<file path="src/atc_cfg.svh">
// Register offsets, field widths and reset values of the coefficient trim bank
`ifndef ATC_CFG_SVH
`define ATC_CFG_SVH

`define ATC_DATA_W       8
`define ATC_ADDR_W       8
`define ATC_IDX_W        4
`define ATC_NUM_REGS     9

`define ATC_OFF_OC11     8'h69
`define ATC_OFF_OC12     8'h6a
`define ATC_OFF_OC13     8'h6b
`define ATC_OFF_OC14     8'h6c
`define ATC_OFF_GC1      8'h6d
`define ATC_OFF_GC2      8'h6e
`define ATC_OFF_GC3      8'h6f
`define ATC_OFF_GC4      8'h70
`define ATC_OFF_GC5      8'h71
`define ATC_OFF_FIRST    `ATC_OFF_OC11
`define ATC_OFF_LAST     `ATC_OFF_GC5

`define ATC_W_OFF1       12
`define ATC_W_OFF2       12
`define ATC_W_GAIN0      15
`define ATC_W_GAIN1      14
`define ATC_W_GAIN2      11

`define ATC_RST_BYTE     8'h00
`define ATC_SPARE_VAL    6'h00
`define ATC_OC11_LOW     2'h0

`endif

</file>
<file path="src/atc_pkg.sv">
// Types shared by the coefficient trim bank modules
`include "atc_cfg.svh"
package atc_pkg;
   typedef struct packed
   {
      logic [`ATC_W_OFF1-1:0]  offset_coeff_order1;
      logic [`ATC_W_OFF2-1:0]  offset_coeff_order2;
      logic [`ATC_W_GAIN0-1:0] gain_coeff_order0;
      logic [`ATC_W_GAIN1-1:0] gain_coeff_order1;
      logic [`ATC_W_GAIN2-1:0] gain_coeff_order2;
   } atc_coeff_t;

   typedef struct packed
   {
      logic [`ATC_ADDR_W-1:0] addr;
      logic [`ATC_DATA_W-1:0] wdata;
      logic                   wr;
      logic                   rd;
   } atc_bus_req_t;

   typedef logic [`ATC_NUM_REGS-1:0][`ATC_DATA_W-1:0] atc_bank_t;

   typedef struct packed
   {
      atc_coeff_t             coeff;
      logic [`ATC_DATA_W-1:0] rdata;
      logic                   rvalid;
      logic                   wr_ignored;
   } atc_state_t;
endpackage

</file>
<file path="src/atc_decode.sv">
// Address decode of the coefficient trim bank window
`timescale 1ns/10ps
`include "atc_cfg.svh"
module atc_decode
   import atc_pkg::*;
(
   input  wire logic [`ATC_ADDR_W-1:0] addr,
   output logic                        hit,
   output logic [`ATC_IDX_W-1:0]       idx
);
   logic [`ATC_ADDR_W-1:0] diff;

   always_comb
   begin
      diff = addr - `ATC_OFF_FIRST;
      hit  = (addr >= `ATC_OFF_FIRST) && (addr <= `ATC_OFF_LAST);
      // Index forced to zero off the window so no out-of-range select is made
      idx  = hit ? diff[`ATC_IDX_W-1:0] : '0;
   end
endmodule

</file>
<file path="src/atc_pack.sv">
// Splits the stored coefficients into the readable byte registers
`timescale 1ns/10ps
`include "atc_cfg.svh"
module atc_pack
   import atc_pkg::*;
(
   input  wire atc_coeff_t coeff,
   output atc_bank_t       bank
);
   always_comb
   begin
      // Low two bits belong to another coefficient kept outside this bank
      bank[0] = {coeff.offset_coeff_order1[5:0], `ATC_OC11_LOW};
      bank[1] = {coeff.offset_coeff_order2[1:0],
                 coeff.offset_coeff_order1[11:6]};
      bank[2] = coeff.offset_coeff_order2[9:2];
      bank[3] = {`ATC_SPARE_VAL,
                 coeff.offset_coeff_order2[11:10]};
      bank[4] = coeff.gain_coeff_order0[7:0];
      bank[5] = {coeff.gain_coeff_order1[0],
                 coeff.gain_coeff_order0[14:8]};
      bank[6] = coeff.gain_coeff_order1[8:1];
      bank[7] = {coeff.gain_coeff_order2[2:0],
                 coeff.gain_coeff_order1[13:9]};
      bank[8] = coeff.gain_coeff_order2[10:3];
   end
endmodule

</file>
<file path="src/atc_trim_bank.sv">
// Read-only temperature coefficient trim bank with register port
// What this block does
// - Offset order1 bits 11-6 at 0x6A[5:0]
// - Offset order2 bits 1-0 at 0x6A[7:6]
// - Offset order2 bits 9-2 fill 0x6B
// - Offset order2 bits 11-10 at 0x6C[1:0]
// - 0x6C bits 7-2 spare, read zero
// - Gain order0 bits 7-0 fill 0x6D
// - Gain order0 bits 14-8 at 0x6E[6:0]
// - Gain order1 bit 0 at 0x6E[7]
// - Gain order1 bits 8-1 fill 0x6F
// - 0x70: gain1 bits 13-9, gain2 bits 2-0
// - Gain order2 bits 10-3 fill 0x71
// - All coefficient bits read-only, reset zero
// - Offset order1 bits 5-0 in 0x69
`timescale 1ns/10ps
`include "atc_cfg.svh"
module atc_trim_bank
   import atc_pkg::*;
(
   input  wire logic                   ref_clk,
   input  wire logic                   reset,
   input  wire atc_bus_req_t           bus_req,
   output logic [`ATC_DATA_W-1:0]      bus_rdata,
   output logic                        bus_rvalid,
   output logic                        wr_ignored,
   input  wire logic                   trim_load,
   input  wire atc_coeff_t             trim_coeff,
   output atc_coeff_t                  coeff_out
);
   atc_state_t st_q;
   atc_state_t st_d;
   atc_bank_t  bank;
   logic       hit;
   logic [`ATC_IDX_W-1:0] idx;

   atc_decode u_decode
   (
      .addr (bus_req.addr),
      .hit  (hit),
      .idx  (idx)
   );

   atc_pack u_pack
   (
      .coeff (st_q.coeff),
      .bank  (bank)
   );

   always_comb
   begin
      st_d            = st_q;
      st_d.rvalid     = 1'b0;
      st_d.rdata      = `ATC_RST_BYTE;
      // Writes to the window are only flagged; the data path has no write port at all
      st_d.wr_ignored = bus_req.wr && hit;
      // Trim values come only from the on-chip loader, never from software
      if (trim_load)
      begin
         st_d.coeff = trim_coeff;
      end
      if (bus_req.rd)
      begin
         st_d.rvalid = 1'b1;
         // Unmapped reads answer zero rather than stall the master
         st_d.rdata  = hit ? bank[idx] : `ATC_RST_BYTE;
      end
   end

   always_ff @(posedge ref_clk)
   begin
      if (reset)
      begin
         st_q <= '0;
      end
      else
      begin
         st_q <= st_d;
      end
   end

   assign bus_rdata  = st_q.rdata;
   assign bus_rvalid = st_q.rvalid;
   assign wr_ignored = st_q.wr_ignored;
   assign coeff_out  = st_q.coeff;

   // Software view: each coefficient put back together from the byte image, so the
   // split across neighbouring bytes is checked as a whole and not only byte by byte
   atc_coeff_t rebuilt;

   always_comb
   begin
      rebuilt.offset_coeff_order1 = {bank[1][5:0], bank[0][7:2]};
      rebuilt.offset_coeff_order2 = {bank[3][1:0], bank[2], bank[1][7:6]};
      rebuilt.gain_coeff_order0   = {bank[5][6:0], bank[4]};
      rebuilt.gain_coeff_order1   = {bank[7][4:0], bank[6], bank[5][7]};
      rebuilt.gain_coeff_order2   = {bank[8], bank[7][7:5]};
   end

   // One read and one write check per mapped entry, so a decode slip on a single
   // address is caught wherever the two entries involved hold different bytes
   for (genvar gi = 0; gi < `ATC_NUM_REGS; gi++)
   begin : g_entry
      localparam logic [`ATC_ADDR_W-1:0] entry_addr = `ATC_ADDR_W'(`ATC_OFF_FIRST + gi);

   end
endmodule

</file>
<file path="config.mk">
export PLATFORM = sky130hd
export DESIGN_NAME = atc_trim_bank
export DESIGN_NICKNAME = d
export VERILOG_FILES = /design/src/atc_pkg.sv /design/src/atc_decode.sv /design/src/atc_pack.sv /design/src/atc_trim_bank.sv
export VERILOG_INCLUDE_DIRS = /design/src
export SDC_FILE = /design/constraint.sdc
export NUM_CORES = 1
export LEC_CHECK = 0
export BUFFER_PORTS_ARGS = -buffer_cell sky130_fd_sc_hd__buf_2
export CAP_MARGIN = 20
export CORE_ASPECT_RATIO = 0.7
export CORE_MARGIN = 2
export CORE_UTILIZATION = 42
export CTS_CLUSTER_SIZE = 12
export DETAILED_ROUTE_END_ITERATION = 12
export PLACE_DENSITY = 0.77
export SLEW_MARGIN = 15
export SYNTH_ARGS = -nofsm -noshare
export SYNTH_HDL_FRONTEND = slang
export SYNTH_SLANG_ARGS = --single-unit
</file>
<file path="constraint.sdc">
create_clock -name ref_clk -period 6.25 [get_ports ref_clk]
set_input_delay 0.9375 -clock ref_clk [delete_from_list [all_inputs] [get_ports ref_clk]]
set_output_delay 0.9375 -clock ref_clk [all_outputs]
set_load 0.1 [all_outputs]
</file>
=== After elaboration in Yosys (flattened, before gate mapping) ===
Cells that the tools add are included.
W data, S select, Z words.

* Bits of input ports: 85
* Register bits after elaboration: 74
* Word-level logic and storage cells: 21
* Output and inout port bits: 74

* Bitwise gates (word level): 2
* Add/subtract/negate cells: 1
* Magnitude comparators: 3
* Muxes and demuxes: 4
* Reductions and logical operators: 3

{| class="wikitable"
|+ Operators by type and width
! operator !! count
|-
| $bmux W8 S4 || 1
|-
| $ge A8 B7 Y1 const B || 1
|-
| $le A8 B7 Y1 const B || 1
|-
| $mux W8 || 1
|-
| $lt A4 B5 Y1 const B || 1
|-
| $mux W4 || 1
|-
| $sub A4 B4 Y4 const B || 1
|-
| $reduce_or A3 Y1 || 1
|-
| $logic_and A1 B1 Y1 || 2
|-
| $not A1 Y1 || 2
|-
| $mux W1 || 1
|}

=== Depth between registers and ports, before layout ===
Gate-level depths: netlist of the first run.

* Depth after elaboration: 5
* Mapped depth: 11
* Gate-level depth less buffers: 7

=== Cells and area by module ===
Synthesis of the first run repeated with hierarchy kept, for this count alone.

* Cells, all modules: 378
* Area total of the unflattened synthesis: 3823.7 um^2

{| class="wikitable"
|+ Modules (own cells, without submodules)
! module !! instances !! area each (um^2) !! cells each !! seq. area each (um^2)
|-
| atc_trim_bank || 1 || 3153.0 || 288 || 1481.4
|-
| atc_pack || 1 || 544.3 || 73 || 0.0
|-
| atc_decode || 1 || 126.4 || 17 || 0.0
|}

=== Worst setup path before layout of the first run ===
No wires, ideal clock.

* Path kind: input to register
* Start point: in bus_req[10] (netlist bit)
* End point: reg st_q, in the netlist bus_rdata[4]
* Arrival time: 2.784 ns
* Library setup time: 0.133 ns
* Buffers on the path: 4
* Required time: 6.117 ns
* Path slack: 3.333 ns
* Stages on the path: 9
* Path through: buf_2 > buf_2 > inv_1 > ha_1 > buf_2 > buf_2 > mux4_2 > nor3_1 > o32ai_1

* Longest elaborated chain between the ends: 5
* Elaborated cells on any way between the ends: 9
* Classes of those cells: 1 x add/sub; 2 x order compare; 3 x mux; 1 x bitwise; 2 x reduce/logical

{| class="wikitable"
|+ Ends and longest elaborated chain
! element !! line !! text
|-
| from (decl) || atc_trim_bank.sv:23 || <nowiki>input wire atc_bus_req_t bus_req,</nowiki>
|-
| $ge A8 B7 Y1 (no source line) or $le A8 B7 Y1 (tied branches) || -- ||
|-
| $logic_and A1 B1 Y1 || atc_decode.sv:16 || <nowiki>hit = (addr >= `ATC_OFF_FIRST) && (addr <= `ATC_OFF_LAST);</nowiki>
|-
| $mux W4 || atc_decode.sv:18 || <nowiki>idx = hit ? diff[`ATC_IDX_W-1:0] : '0;</nowiki>
|-
| $bmux W8 S4 || atc_trim_bank.sv:66 || <nowiki>st_d.rdata = hit ? bank[idx] : `ATC_RST_BYTE;</nowiki>
|-
| $mux W8 (implied by the code) || atc_trim_bank.sv:66 ||
|-
| to (signal assigned) || atc_trim_bank.sv:78 || <nowiki>st_q <= st_d;</nowiki>
|-
| to (decl) || atc_trim_bank.sv:31 || <nowiki>atc_state_t st_q;</nowiki>
|}

Parallel ways exist; a longest one is shown, timed or not. The select of a mux whose other input is x is not followed.
A chain may end at the register's enable or synchronous reset.

=== Final worst setup path of the first run ===
* Start point: in bus_req[10] (netlist bit)
* End point: reg st_q, in the netlist bus_rdata[7]

Same word-level chain as after synthesis.

==> flow_metrics.env, run 1 <==
export IMPL_yosysUniqueCellTypes=33
export IMPL_via_count=2698
export IMPL_worst_hold_path_type="reg2reg"
export IMPL_ys_top_cells_by_area="dfxtp_1 47%, mux2i_1 21%, nor2_1 8.1%"
export IMPL_clock_sinks=74
export IMPL_seqCellArea_um2=1480
export IMPL_initial_core_util_pct=43.0
export IMPL_fin_crit_sh_pct=49.8
export IMPL_drv_slew=0
export IMPL_path_class="in2reg"
export IMPL_postCtsSetupBuffers=0
export IMPL_synth_common_cells="74 x dfxtp_1, 67 x nor2_1, 65 x mux2i_1"
export IMPL_die_y_um=76.1
export IMPL_synth_largest_area_cell="dfxtp_1"
export IMPL_worstMarginPinSlew_ps=1030
export IMPL_die_area_um2=8140
export IMPL_ios=159
export IMPL_drv_cap=0
export IMPL_p_sw_mw=0.451
export IMPL_routedWlPerCell_um=15.4
export IMPL_dominantRegCellSynth="dfxtp_1"
export IMPL_wl_met3_um=649
export IMPL_synth_area_um2=3120
export IMPL_finalHoldViolations=0
export IMPL_grt_pass1_wl_um=13300
export IMPL_grt_max_degree=67
export IMPL_skew_ps=5.94
export IMPL_antenna_left=0
export IMPL_synthSimpleGateAreaFrac_pct=12.4
export IMPL_power_share_clock_pct=28.4
export IMPL_drt_vias_per_instance=4.99
export IMPL_crit_arrival_ps=3330
export IMPL_irDropWorstVdd_mv=0.157
export IMPL_grt_remaining_overflow=0
export IMPL_synth_seq_cells=74
export IMPL_grt_antenna_before_repair=0
export IMPL_met1_length_um=3870
export IMPL_clockBufferDepth=2
export IMPL_tns_ps=0
export IMPL_drt_iter0_markers=105
export IMPL_drc=0
export IMPL_place_hpwl_um=6260
export IMPL_postCtsResizedCells=0
export IMPL_synth_xor_area_share_pct=0.842
export IMPL_final_nets=525
export IMPL_cts_hold_buffers=0
export IMPL_total_power_mw=1.18
export IMPL_pwr_share_comb_pct=27.9
export IMPL_fin_cells=541
export IMPL_areaGrowthSynthToFinish_pct=31.0
export IMPL_yosysMostFrequentCell="dfxtp_1"
export IMPL_routabilityCongestion=0.790
export IMPL_top_layer_used="met4"
export IMPL_synth_fp_nets=383
export IMPL_async_reset_ff_share_pct=0
export IMPL_critical_path_required_ps=6470
export IMPL_std_cell_rows=26
export IMPL_rsz0062_at_grt="no"
export IMPL_clk_latency_ps=350
export IMPL_internal_power_mw=0.733
export IMPL_clock_root_buffer="clkbuf_8"
export IMPL_p_per_area_nw_per_um2=290
export IMPL_path_clk_slew_ps=80
export IMPL_p_leak_nw=2.06
export IMPL_finalCriticalPeriod_ps=3110
export IMPL_routed_wl_um=8320
export IMPL_synth_area_per_cell_um2=10.5
export IMPL_drive_gt1_share_pct=40.6
export IMPL_num_fill_cells=681
export IMPL_syn_inst=296
export IMPL_die_w_um=107
export IMPL_diodes=0
export IMPL_first_pass_iters=4
export IMPL_cp_start_kind="primary input"
export IMPL_synth_warnings=0
export IMPL_cts_tree="yes"
export IMPL_grt_pass1_vias=2633
export IMPL_yosys_area_share_adder_pct=0.802
export IMPL_met2_length_um=3660
export IMPL_synthMuxAreaShare_pct=27.4
export IMPL_synth_top_family_by_area="multiplexers"
export IMPL_core_area_um2=7250
export IMPL_path_max_fanout=17
export IMPL_end_kind="flip-flop"
export IMPL_cts_htree_levels=3
export IMPL_relSlewSlack_pct=31.1
export IMPL_grt_total_usage_pct=21.0
export IMPL_max_freq_mhz=322
export IMPL_swShare_pct=38.1
export IMPL_synth_edf_count=0
export IMPL_synth_compound_area_share_pct=6.98
export IMPL_dp_cells=525
export IMPL_power_frac_seq_pct=43.7
export IMPL_multiInputGateArea_um2=1510
export IMPL_setup_violations=0
export IMPL_cts_buffers=9
export IMPL_yosysSeqAreaShare_pct=47.5
export IMPL_status="completed"
export IMPL_numPortBuffers=150
export IMPL_yosysTopAreaCellShare_pct=47.5
power groups by stage:
stage                     sequential, mW  combinational (mW)  clock, mW
after floorplan                    0.701              0.0890          0
after global placement             0.527               0.329          0
after detailed placement           0.528               0.332          0
after CTS                          0.518               0.333      0.343
after global routing               0.521               0.347      0.364
final                              0.518               0.331      0.336
per-layer routing:
metal	GRT usage, %	vias to the layer above
met5	0	-
met4	7.53	0
met3	6.84	15
met2	32.2	114
met1	27.6	1239
li1	-	1330
flip-flops by register name, indices dropped and copies added (netlist names):
name and cells:
coeff_out 64, wr_ignored 1, bus_rdata 8, bus_rvalid 1
cell families after synthesis:
kind of cell	after synthesis
compound gates	24
fa+ha+maj	2
buf+inv	29
xor+xnor	3
flops	74
mux	75
simple gates	89
placed cells by master (no fill, tap or decap), types with 3 or more instances in the layout:
| master | instances |
|---|---|
| clkinvlp_4 | 4 |
| clkbuf_8 | 10 |
| nor2_1 | 67 |
| mux4_2 | 8 |
| nor3_1 | 9 |
| mux2i_1 | 65 |
| a221oi_1 | 6 |
| buf_2 | 149 |
| inv_1 | 9 |
| o32ai_1 | 7 |
| a2bb2oi_1 | 4 |
| dfxtp_1 | 74 |
| nor2b_1 | 3 |
worst max-delay path: stages:
cell       delay [ps]
buf_2             330
inv_1             150
ha_1              800
nor2b_1           300
a221oi_1          360
a2bb2oi_1         330
o32ai_1           110
path summary, 6_finish.rpt:
path,from,end,slack [ps],cells after the start
max,bus_req[10],bus_rdata[7]$_SDFF_PP0_,3140,7
min,coeff_out[4]$_SDFFE_PP0P_,bus_rdata[1]$_SDFF_PP0_,470,2
max reg2reg,coeff_out[14]$_SDFFE_PP0P_,bus_rdata[2]$_SDFF_PP0_,4980,3
min reg2reg,coeff_out[4]$_SDFFE_PP0P_,bus_rdata[1]$_SDFF_PP0_,470,2
through the flow:
stage | setup slack (ps) | utilization, % | hold WS (ps) | instance area (um^2)
after floorplan | 3330 | - | 896 | 3120
after global placement | 2780 | 53.9 | 469 | 3910
after detailed placement | 2770 | 53.9 | 470 | 3910
after CTS | 3140 | 56.3 | 478 | 4090
after global routing | 2870 | 56.3 | 492 | 4090
final | 3140 | 56.3 | 473 | 4090
cell type report:
cell class                 instances  area share [%]
multi-input combinational        193            36.9
sequential                        74            36.2
timing repair buffer             151            18.6
clock buffer                      11            3.46
tap                               98            3.00
clock inverter                     5           0.949
inverter                           9           0.826
No activity file was read; power rests on OpenSTA's default activity.
==> run 2: changes to the inputs <==
--- a/config.mk
+++ b/config.mk
@@ -6,6 +6,7 @@
 export SDC_FILE = /design/constraint.sdc
 export NUM_CORES = 1
 export LEC_CHECK = 0
+export ABC_AREA = 1
 export BUFFER_PORTS_ARGS = -buffer_cell sky130_fd_sc_hd__buf_2
 export CAP_MARGIN = 20
 export CORE_ASPECT_RATIO = 0.7
@@ -13,7 +14,7 @@
 export CORE_UTILIZATION = 42
 export CTS_CLUSTER_SIZE = 12
 export DETAILED_ROUTE_END_ITERATION = 12
-export PLACE_DENSITY = 0.77
+export PLACE_DENSITY = 0.75
 export SLEW_MARGIN = 15
 export SYNTH_ARGS = -nofsm -noshare
 export SYNTH_HDL_FRONTEND = slang
==> constraint.sdc (replaced) <==
create_clock -name ref_clk -period 3.1 [get_ports ref_clk]
set_input_delay 0.465 -clock ref_clk [delete_from_list [all_inputs] [get_ports ref_clk]]
set_output_delay 0.465 -clock ref_clk [all_outputs]
set_load 0.1 [all_outputs]
==> flow_metrics.env, run 2 <==
export IMPL_status="completed"
export IMPL_drive_gt1_share_pct=30.8
export IMPL_final_common_cell="buf_2"
export IMPL_diodes=0
export IMPL_routed_wl_um=10400
export IMPL_pre_cts_slack_ps=419
export IMPL_fin_util_pct=56.9
export IMPL_grt_pass1_vias=3395
export IMPL_cp_num_cells=13
export IMPL_synth_area_um2=3360
export IMPL_reg2reg_depth=6
export IMPL_synth_common_cells="75 x nor2_1, 74 x dfxtp_1, 66 x o21ai_0"
export IMPL_routedWlPerCell_um=14.4
export IMPL_areaGrowthSynthToFinish_pct=32.0
export IMPL_layout_setup_ws_ps=693
export IMPL_synthSimpleGateAreaFrac_pct=26.5
export IMPL_dominantRegCellSynth="dfxtp_1"
export IMPL_p_sw_mw=1.02
export IMPL_numPortBuffers=150
export IMPL_yosys_area_share_adder_pct=0.744
export IMPL_synthMuxAreaShare_pct=0
export IMPL_initial_core_util_pct=43.1
export IMPL_via_count=3686
export IMPL_critPathTopFamily="simple AND/OR/NAND/NOR gates"
export IMPL_cts_hold_buffers=0
export IMPL_cts_htree_levels=3
export IMPL_synth_seq_cells=74
export IMPL_routabilityCongestion=0.926
export IMPL_ios=159
export IMPL_pwr_share_comb_pct=25.6
export IMPL_synth_warnings=0
export IMPL_dp_cells=701
export IMPL_yosysTopAreaCellShare_pct=44.0
export IMPL_synth_xor_area_share_pct=0.260
export IMPL_die_w_um=111
export IMPL_final_cell_mix="150 x buf_2, 75 x nor2_1, 74 x dfxtp_1"
export IMPL_use_met3_pct=7.63
export IMPL_setup_violations=0
export IMPL_grt_max_degree=66
export IMPL_yosysSeqAreaShare_pct=44.0
export IMPL_worst_hold_path_type="in2reg"
export IMPL_finalCriticalPeriod_ps=2410
export IMPL_internal_power_mw=1.87
export IMPL_min_path_cells=2
export IMPL_critPathSlowestCell="clkinv_1"
export IMPL_grt_remaining_overflow=0
export IMPL_die_area_um2=8750
export IMPL_place_hpwl_um=7760
export IMPL_async_reset_ff_share_pct=0
export IMPL_ys_top_cells_by_area="dfxtp_1 44%, o21ai_0 9.8%, nor2_1 8.4%"
export IMPL_grtUsageMet2_pct=36.8
export IMPL_power_frac_seq_pct=36.3
export IMPL_regToRegSetupSlack_ps=2060
export IMPL_core_area_um2=7800
export IMPL_postCtsSetupBuffers=0
export IMPL_grt_util_met1_pct=33.7
export IMPL_max_freq_mhz=415
export IMPL_first_pass_iters=5
export IMPL_worst_path_buf_inv=4
export IMPL_yosysUniqueCellTypes=27
export IMPL_largest_reg_flops=64
export IMPL_p_per_area_nw_per_um2=651
export IMPL_std_cell_rows=27
export IMPL_synth_edf_count=0
export IMPL_clock_root_buffer="clkbuf_16"
export IMPL_postCtsResizedCells=0
export IMPL_fin_cells=717
export IMPL_worstMarginPinSlew_ps=656
export IMPL_timing_rr_start="coeff_out[43]$_SDFFE_PP0P_"
export IMPL_p_leak_nw=2.19
export IMPL_relSlewSlack_pct=56.2
export IMPL_post_route_cell_area_um2=4440
export IMPL_finalHoldViolations=0
export IMPL_slowest_delay_ps=390
export IMPL_end_kind="flip-flop"
export IMPL_synth_top_family_by_area="simple AND/OR/NAND/NOR gates"
export IMPL_crit_arrival_ps=2660
export IMPL_drc=0
export IMPL_cts_tree="yes"
export IMPL_synth_largest_area_cell="dfxtp_1"
export IMPL_min_to="bus_rvalid$_SDFF_PP0_"
export IMPL_grt_antenna_before_repair=0
export IMPL_crit_chain="buf_2 > inv_1 > ha_1 > inv_1 > o21ai_0 > nand2_2 > nand3_2 > clkinv_1 > nand2_1 > nand2_1 > nand3_1 > nand3_1 > a21oi_1"
export IMPL_hold_ws_ps=345
export IMPL_critical_path_required_ps=3350
export IMPL_post_dp_cell_area_um2=4120
export IMPL_drv_slew=0
export IMPL_drt_vias_per_instance=5.14
export IMPL_swShare_pct=35.4
export IMPL_cp_start_kind="primary input"
export IMPL_tns_ps=0
export IMPL_path_max_fanout=20
export IMPL_drv_cap=0
export IMPL_rsz0062_at_grt="no"
export IMPL_synth_compound_area_share_pct=17.7
export IMPL_antenna_left=0
export IMPL_skew_ps=2.82
export IMPL_clk_latency_ps=330
export IMPL_fin_crit_sh_pct=77.6
export IMPL_grt_busiest_layer="met2"
export IMPL_final_nets=698
export IMPL_clockBufferDepth=2
export IMPL_yosysMostFrequentCell="nor2_1"
export IMPL_syn_inst=475
export IMPL_r2r_end="bus_rdata[1]$_SDFF_PP0_"
export IMPL_total_power_mw=2.89
export IMPL_power_share_clock_pct=38.1
export IMPL_clock_sinks=74
export IMPL_drt_iter0_markers=323
export IMPL_synth_area_per_cell_um2=7.08
export IMPL_path_clk_slew_ps=60
export IMPL_path_class="in2reg"
export IMPL_die_y_um=78.9
export IMPL_synth_fp_nets=562
export IMPL_cts_buffers=9
export IMPL_irDropWorstVdd_mv=0.309
export IMPL_grt_pass1_wl_um=16900
export IMPL_min_from="reset"
export IMPL_grt_total_usage_pct=24.3
[run 2: changes by cell type after synthesis, moves of 11 or more]
cell | before | now
inv_1 | 9 | 51
nand4_1 | 0 | 11
mux2i_1 | 65 | 0
nand3_1 | 2 | 39
clkbuf_1 | 4 | 21
nand2_1 | 1 | 54
o21ai_0 | 0 | 66
a21oi_1 | 0 | 49
[run 2: metal layers]
layer  up-vias  wire length (um)
met5         -                 0
met4         0               104
met3        11               975
met2       178              4440
met1      1682              4840
li1       1815                 -
[run 2: final cells by class]
type / count / area [um^2]
clock buffer: 11 / 243
clock inverter: 5 / 77.6
fill: 756 / 3360
inverter: 56 / 210
multi-input combinational: 316 / 1520
sequential: 74 / 1480
tap: 101 / 126
timing repair buffer: 154 / 781
[run 2: logic make-up after synthesis]
family                   after synthesis
flip-flops                            74
AO/OA/AOI/OAI                        118
adder cells (fa/ha/maj)                2
XOR/XNOR                               1
buffers and inverters                 85
AND/OR/NAND/NOR                      195
[run 2: worst max-delay path by stage]
stage,startpoint,slack (ps),end
2_1_floorplan,bus_req[10],910,bus_rdata[4]$_SDFF_PP0_
3_3_place_gp,bus_req[11],520,bus_rdata[1]$_SDFF_PP0_
3_5_place_dp,bus_req[11],420,bus_rdata[5]$_SDFF_PP0_
4_1_cts,bus_req[11],750,bus_rdata[5]$_SDFF_PP0_
5_1_grt,bus_req[11],380,bus_rdata[5]$_SDFF_PP0_
6_report,bus_req[11],690,bus_rdata[5]$_SDFF_PP0_
[run 2: power by group through the flow]
| stage | Combinational (mW) | Clock, mW | Sequential, mW |
|---|---|---|---|
| after floorplan | 0.163 | 0 | 1.49 |
| after global placement | 0.729 | 0 | 1.07 |
| after detailed placement | 0.736 | 0 | 1.07 |
| after CTS | 0.738 | 1.12 | 1.05 |
| after global routing | 0.782 | 1.16 | 1.06 |
| final | 0.738 | 1.10 | 1.05 |
[run 2: worst register-to-register path: cells and delay by family, from the launching register on]
kind,cells,cell delay [ps]
AOI/OAI and AO/OA,1,140
DFF,1,370
and+or+nand+nor,5,460
==> run 3: changes to the inputs <==
--- a/config.mk
+++ b/config.mk
@@ -14,7 +14,7 @@
 export CORE_UTILIZATION = 42
 export CTS_CLUSTER_SIZE = 12
 export DETAILED_ROUTE_END_ITERATION = 12
-export PLACE_DENSITY = 0.75
+export PLACE_DENSITY = 0.78
 export SLEW_MARGIN = 15
 export SYNTH_ARGS = -nofsm -noshare
 export SYNTH_HDL_FRONTEND = slang
==> constraint.sdc (replaced) <==
create_clock -name ref_clk -period 2.1 [get_ports ref_clk]
set_input_delay 0.315 -clock ref_clk [delete_from_list [all_inputs] [get_ports ref_clk]]
set_output_delay 0.315 -clock ref_clk [all_outputs]
set_load 0.1 [all_outputs]
==> flow_metrics.env, run 3 (synthesis results as in run 2) <==
export IMPL_grt_antenna_before_repair=0
export IMPL_fin_crit_sh_pct=90.3
export IMPL_drt_iter0_markers=256
export IMPL_areaGrowthSynthToFinish_pct=33.2
export IMPL_drv_slew=0
export IMPL_routed_wl_um=10500
export IMPL_die_area_um2=8750
export IMPL_crit_chain="buf_2 > inv_1 > ha_1 > inv_1 > o21ai_0 > nand2_2 > nand3_2 > clkinvlp_4 > nand2_1 > nand2_1 > nand3_1 > nand3_1 > a21oi_1"
export IMPL_status="completed"
export IMPL_fin_cells=723
export IMPL_max_freq_mhz=527
export IMPL_finalCriticalPeriod_ps=1900
export IMPL_final_cell_mix="150 x buf_2, 75 x nor2_1, 74 x dfxtp_1"
export IMPL_drc=0
export IMPL_internal_power_mw=2.68
export IMPL_post_dp_cell_area_um2=4180
export IMPL_cp_start_kind="primary input"
export IMPL_antenna_left=0
export IMPL_setup_violations=0
export IMPL_drive_gt1_share_pct=31.4
export IMPL_grt_max_degree=66
export IMPL_path_max_fanout=10
export IMPL_final_nets=704
export IMPL_postCtsSetupBuffers=0
export IMPL_grt_pass1_wl_um=16900
export IMPL_p_leak_nw=2.21
export IMPL_path_class="in2reg"
export IMPL_grt_pass1_vias=3490
export IMPL_cts_htree_levels=3
export IMPL_clock_root_buffer="clkbuf_16"
export IMPL_routedWlPerCell_um=14.5
export IMPL_place_hpwl_um=8000
export IMPL_worstMarginPinSlew_ps=525
export IMPL_grt_remaining_overflow=0
export IMPL_drv_cap=0
export IMPL_worst_hold_path_type="in2reg"
export IMPL_crit_arrival_ps=2140
export IMPL_drt_vias_per_instance=5.12
export IMPL_final_common_cell="buf_2"
export IMPL_dp_cells=707
export IMPL_power_frac_seq_pct=37.1
export IMPL_finalHoldViolations=0
export IMPL_skew_ps=4.33
export IMPL_cts_buffers=9
export IMPL_swShare_pct=36.0
export IMPL_routabilityCongestion=0.928
export IMPL_clk_latency_ps=330
export IMPL_postCtsResizedCells=0
export IMPL_critPathSlowestCell="clkinvlp_4"
export IMPL_cts_tree="yes"
export IMPL_diodes=0
export IMPL_cts_hold_buffers=0
export IMPL_pwr_share_comb_pct=26.2
export IMPL_slowest_delay_ps=250
export IMPL_power_share_clock_pct=36.7
export IMPL_clockBufferDepth=2
export IMPL_ios=159
export IMPL_die_w_um=111
export IMPL_end_kind="flip-flop"
export IMPL_grt_total_usage_pct=24.3
export IMPL_p_sw_mw=1.51
export IMPL_largest_reg_flops=64
export IMPL_p_per_area_nw_per_um2=934
export IMPL_worst_path_buf_inv=4
export IMPL_relSlewSlack_pct=65.0
export IMPL_die_y_um=78.9
export IMPL_critical_path_required_ps=2340
export IMPL_first_pass_iters=6
export IMPL_rsz0062_at_grt="no"
export IMPL_numPortBuffers=150
export IMPL_via_count=3701
export IMPL_std_cell_rows=27
export IMPL_critPathTopFamily="simple AND/OR/NAND/NOR gates"
export IMPL_initial_core_util_pct=43.1
export IMPL_clock_sinks=74
export IMPL_core_area_um2=7800
export IMPL_irDropWorstVdd_mv=0.509
export IMPL_path_clk_slew_ps=50
export IMPL_post_route_cell_area_um2=4480
-- run 3: cell types whose count changed in the layout (fill, tap and decap cells not counted) --
cell / before / now
buf_4: 4 / 9
buf_12: 0 / 1
clkbuf_1: 1 / 3
clkbuf_8: 1 / 2
clkinv_2: 2 / 1
clkinv_1: 1 / 0
bufinv_16: 2 / 1
-- run 3: final cells by class --
cell class	instances	area [um^2]
Clock buffer	14	264
Clock inverter	2	35.0
Fill cell	761	3320
Inverter	56	214
Multi-Input combinational cell	316	1520
Sequential cell	74	1480
Tap cell	101	126
Timing Repair Buffer	160	838
-- run 3: layer usage --
metal	track usage [%]	wire [um]
met1	31.4	4770
met2	39.1	4610
met3	8.02	993
met4	6.75	129
met5	0	0
-- run 3: stage by stage --
| step | power, mW | hold slack [ps] | setup TNS, ps | setup WS, ps | utilization (%) |
|---|---|---|---|---|---|
| 2_1_floorplan | 2.43 | 397 | 0 | 62.4 | - |
| 3_3_place_gp | 2.66 | 470 | -0.396 | -0.396 | 53.5 |
| 3_5_place_dp | 2.67 | 469 | -736 | -133 | 53.5 |
| 4_1_cts | 4.20 | 200 | 0 | 205 | 57.4 |
| 5_1_grt | 4.34 | 198 | 0 | 22.9 | 57.4 |
| 6_report | 4.18 | 207 | 0 | 203 | 57.4 |
-- run 3: tightest hold or removal path: cells and delay by family --
family	cells	cell delay [ps]
buffers and inverters	1	70
and+or+nand+nor	2	110
-- run 3: power groups by stage --
stage / registers [mW] / logic [mW] / clock network [mW]
final: 1.55 / 1.10 / 1.54
after global placement: 1.58 / 1.08 / 0
after global routing: 1.56 / 1.16 / 1.63
after CTS: 1.55 / 1.10 / 1.55
after detailed placement: 1.58 / 1.09 / 0
after floorplan: 2.19 / 0.240 / 0
-- run 3: final timing paths --
check / from / end / slack (ps) / depth (start not counted)
worst min register to register: coeff_out[36]$_SDFFE_PP0P_ / coeff_out[36]$_SDFFE_PP0P_ / 470 / 2
worst max-delay path: bus_req[11] / bus_rdata[2]$_SDFF_PP0_ / 200 / 13
worst max register to register: coeff_out[12]$_SDFFE_PP0P_ / bus_rdata[0]$_SDFF_PP0_ / 1020 / 6
worst min-delay path: trim_coeff[1] / coeff_out[1]$_SDFFE_PP0P_ / 210 / 3
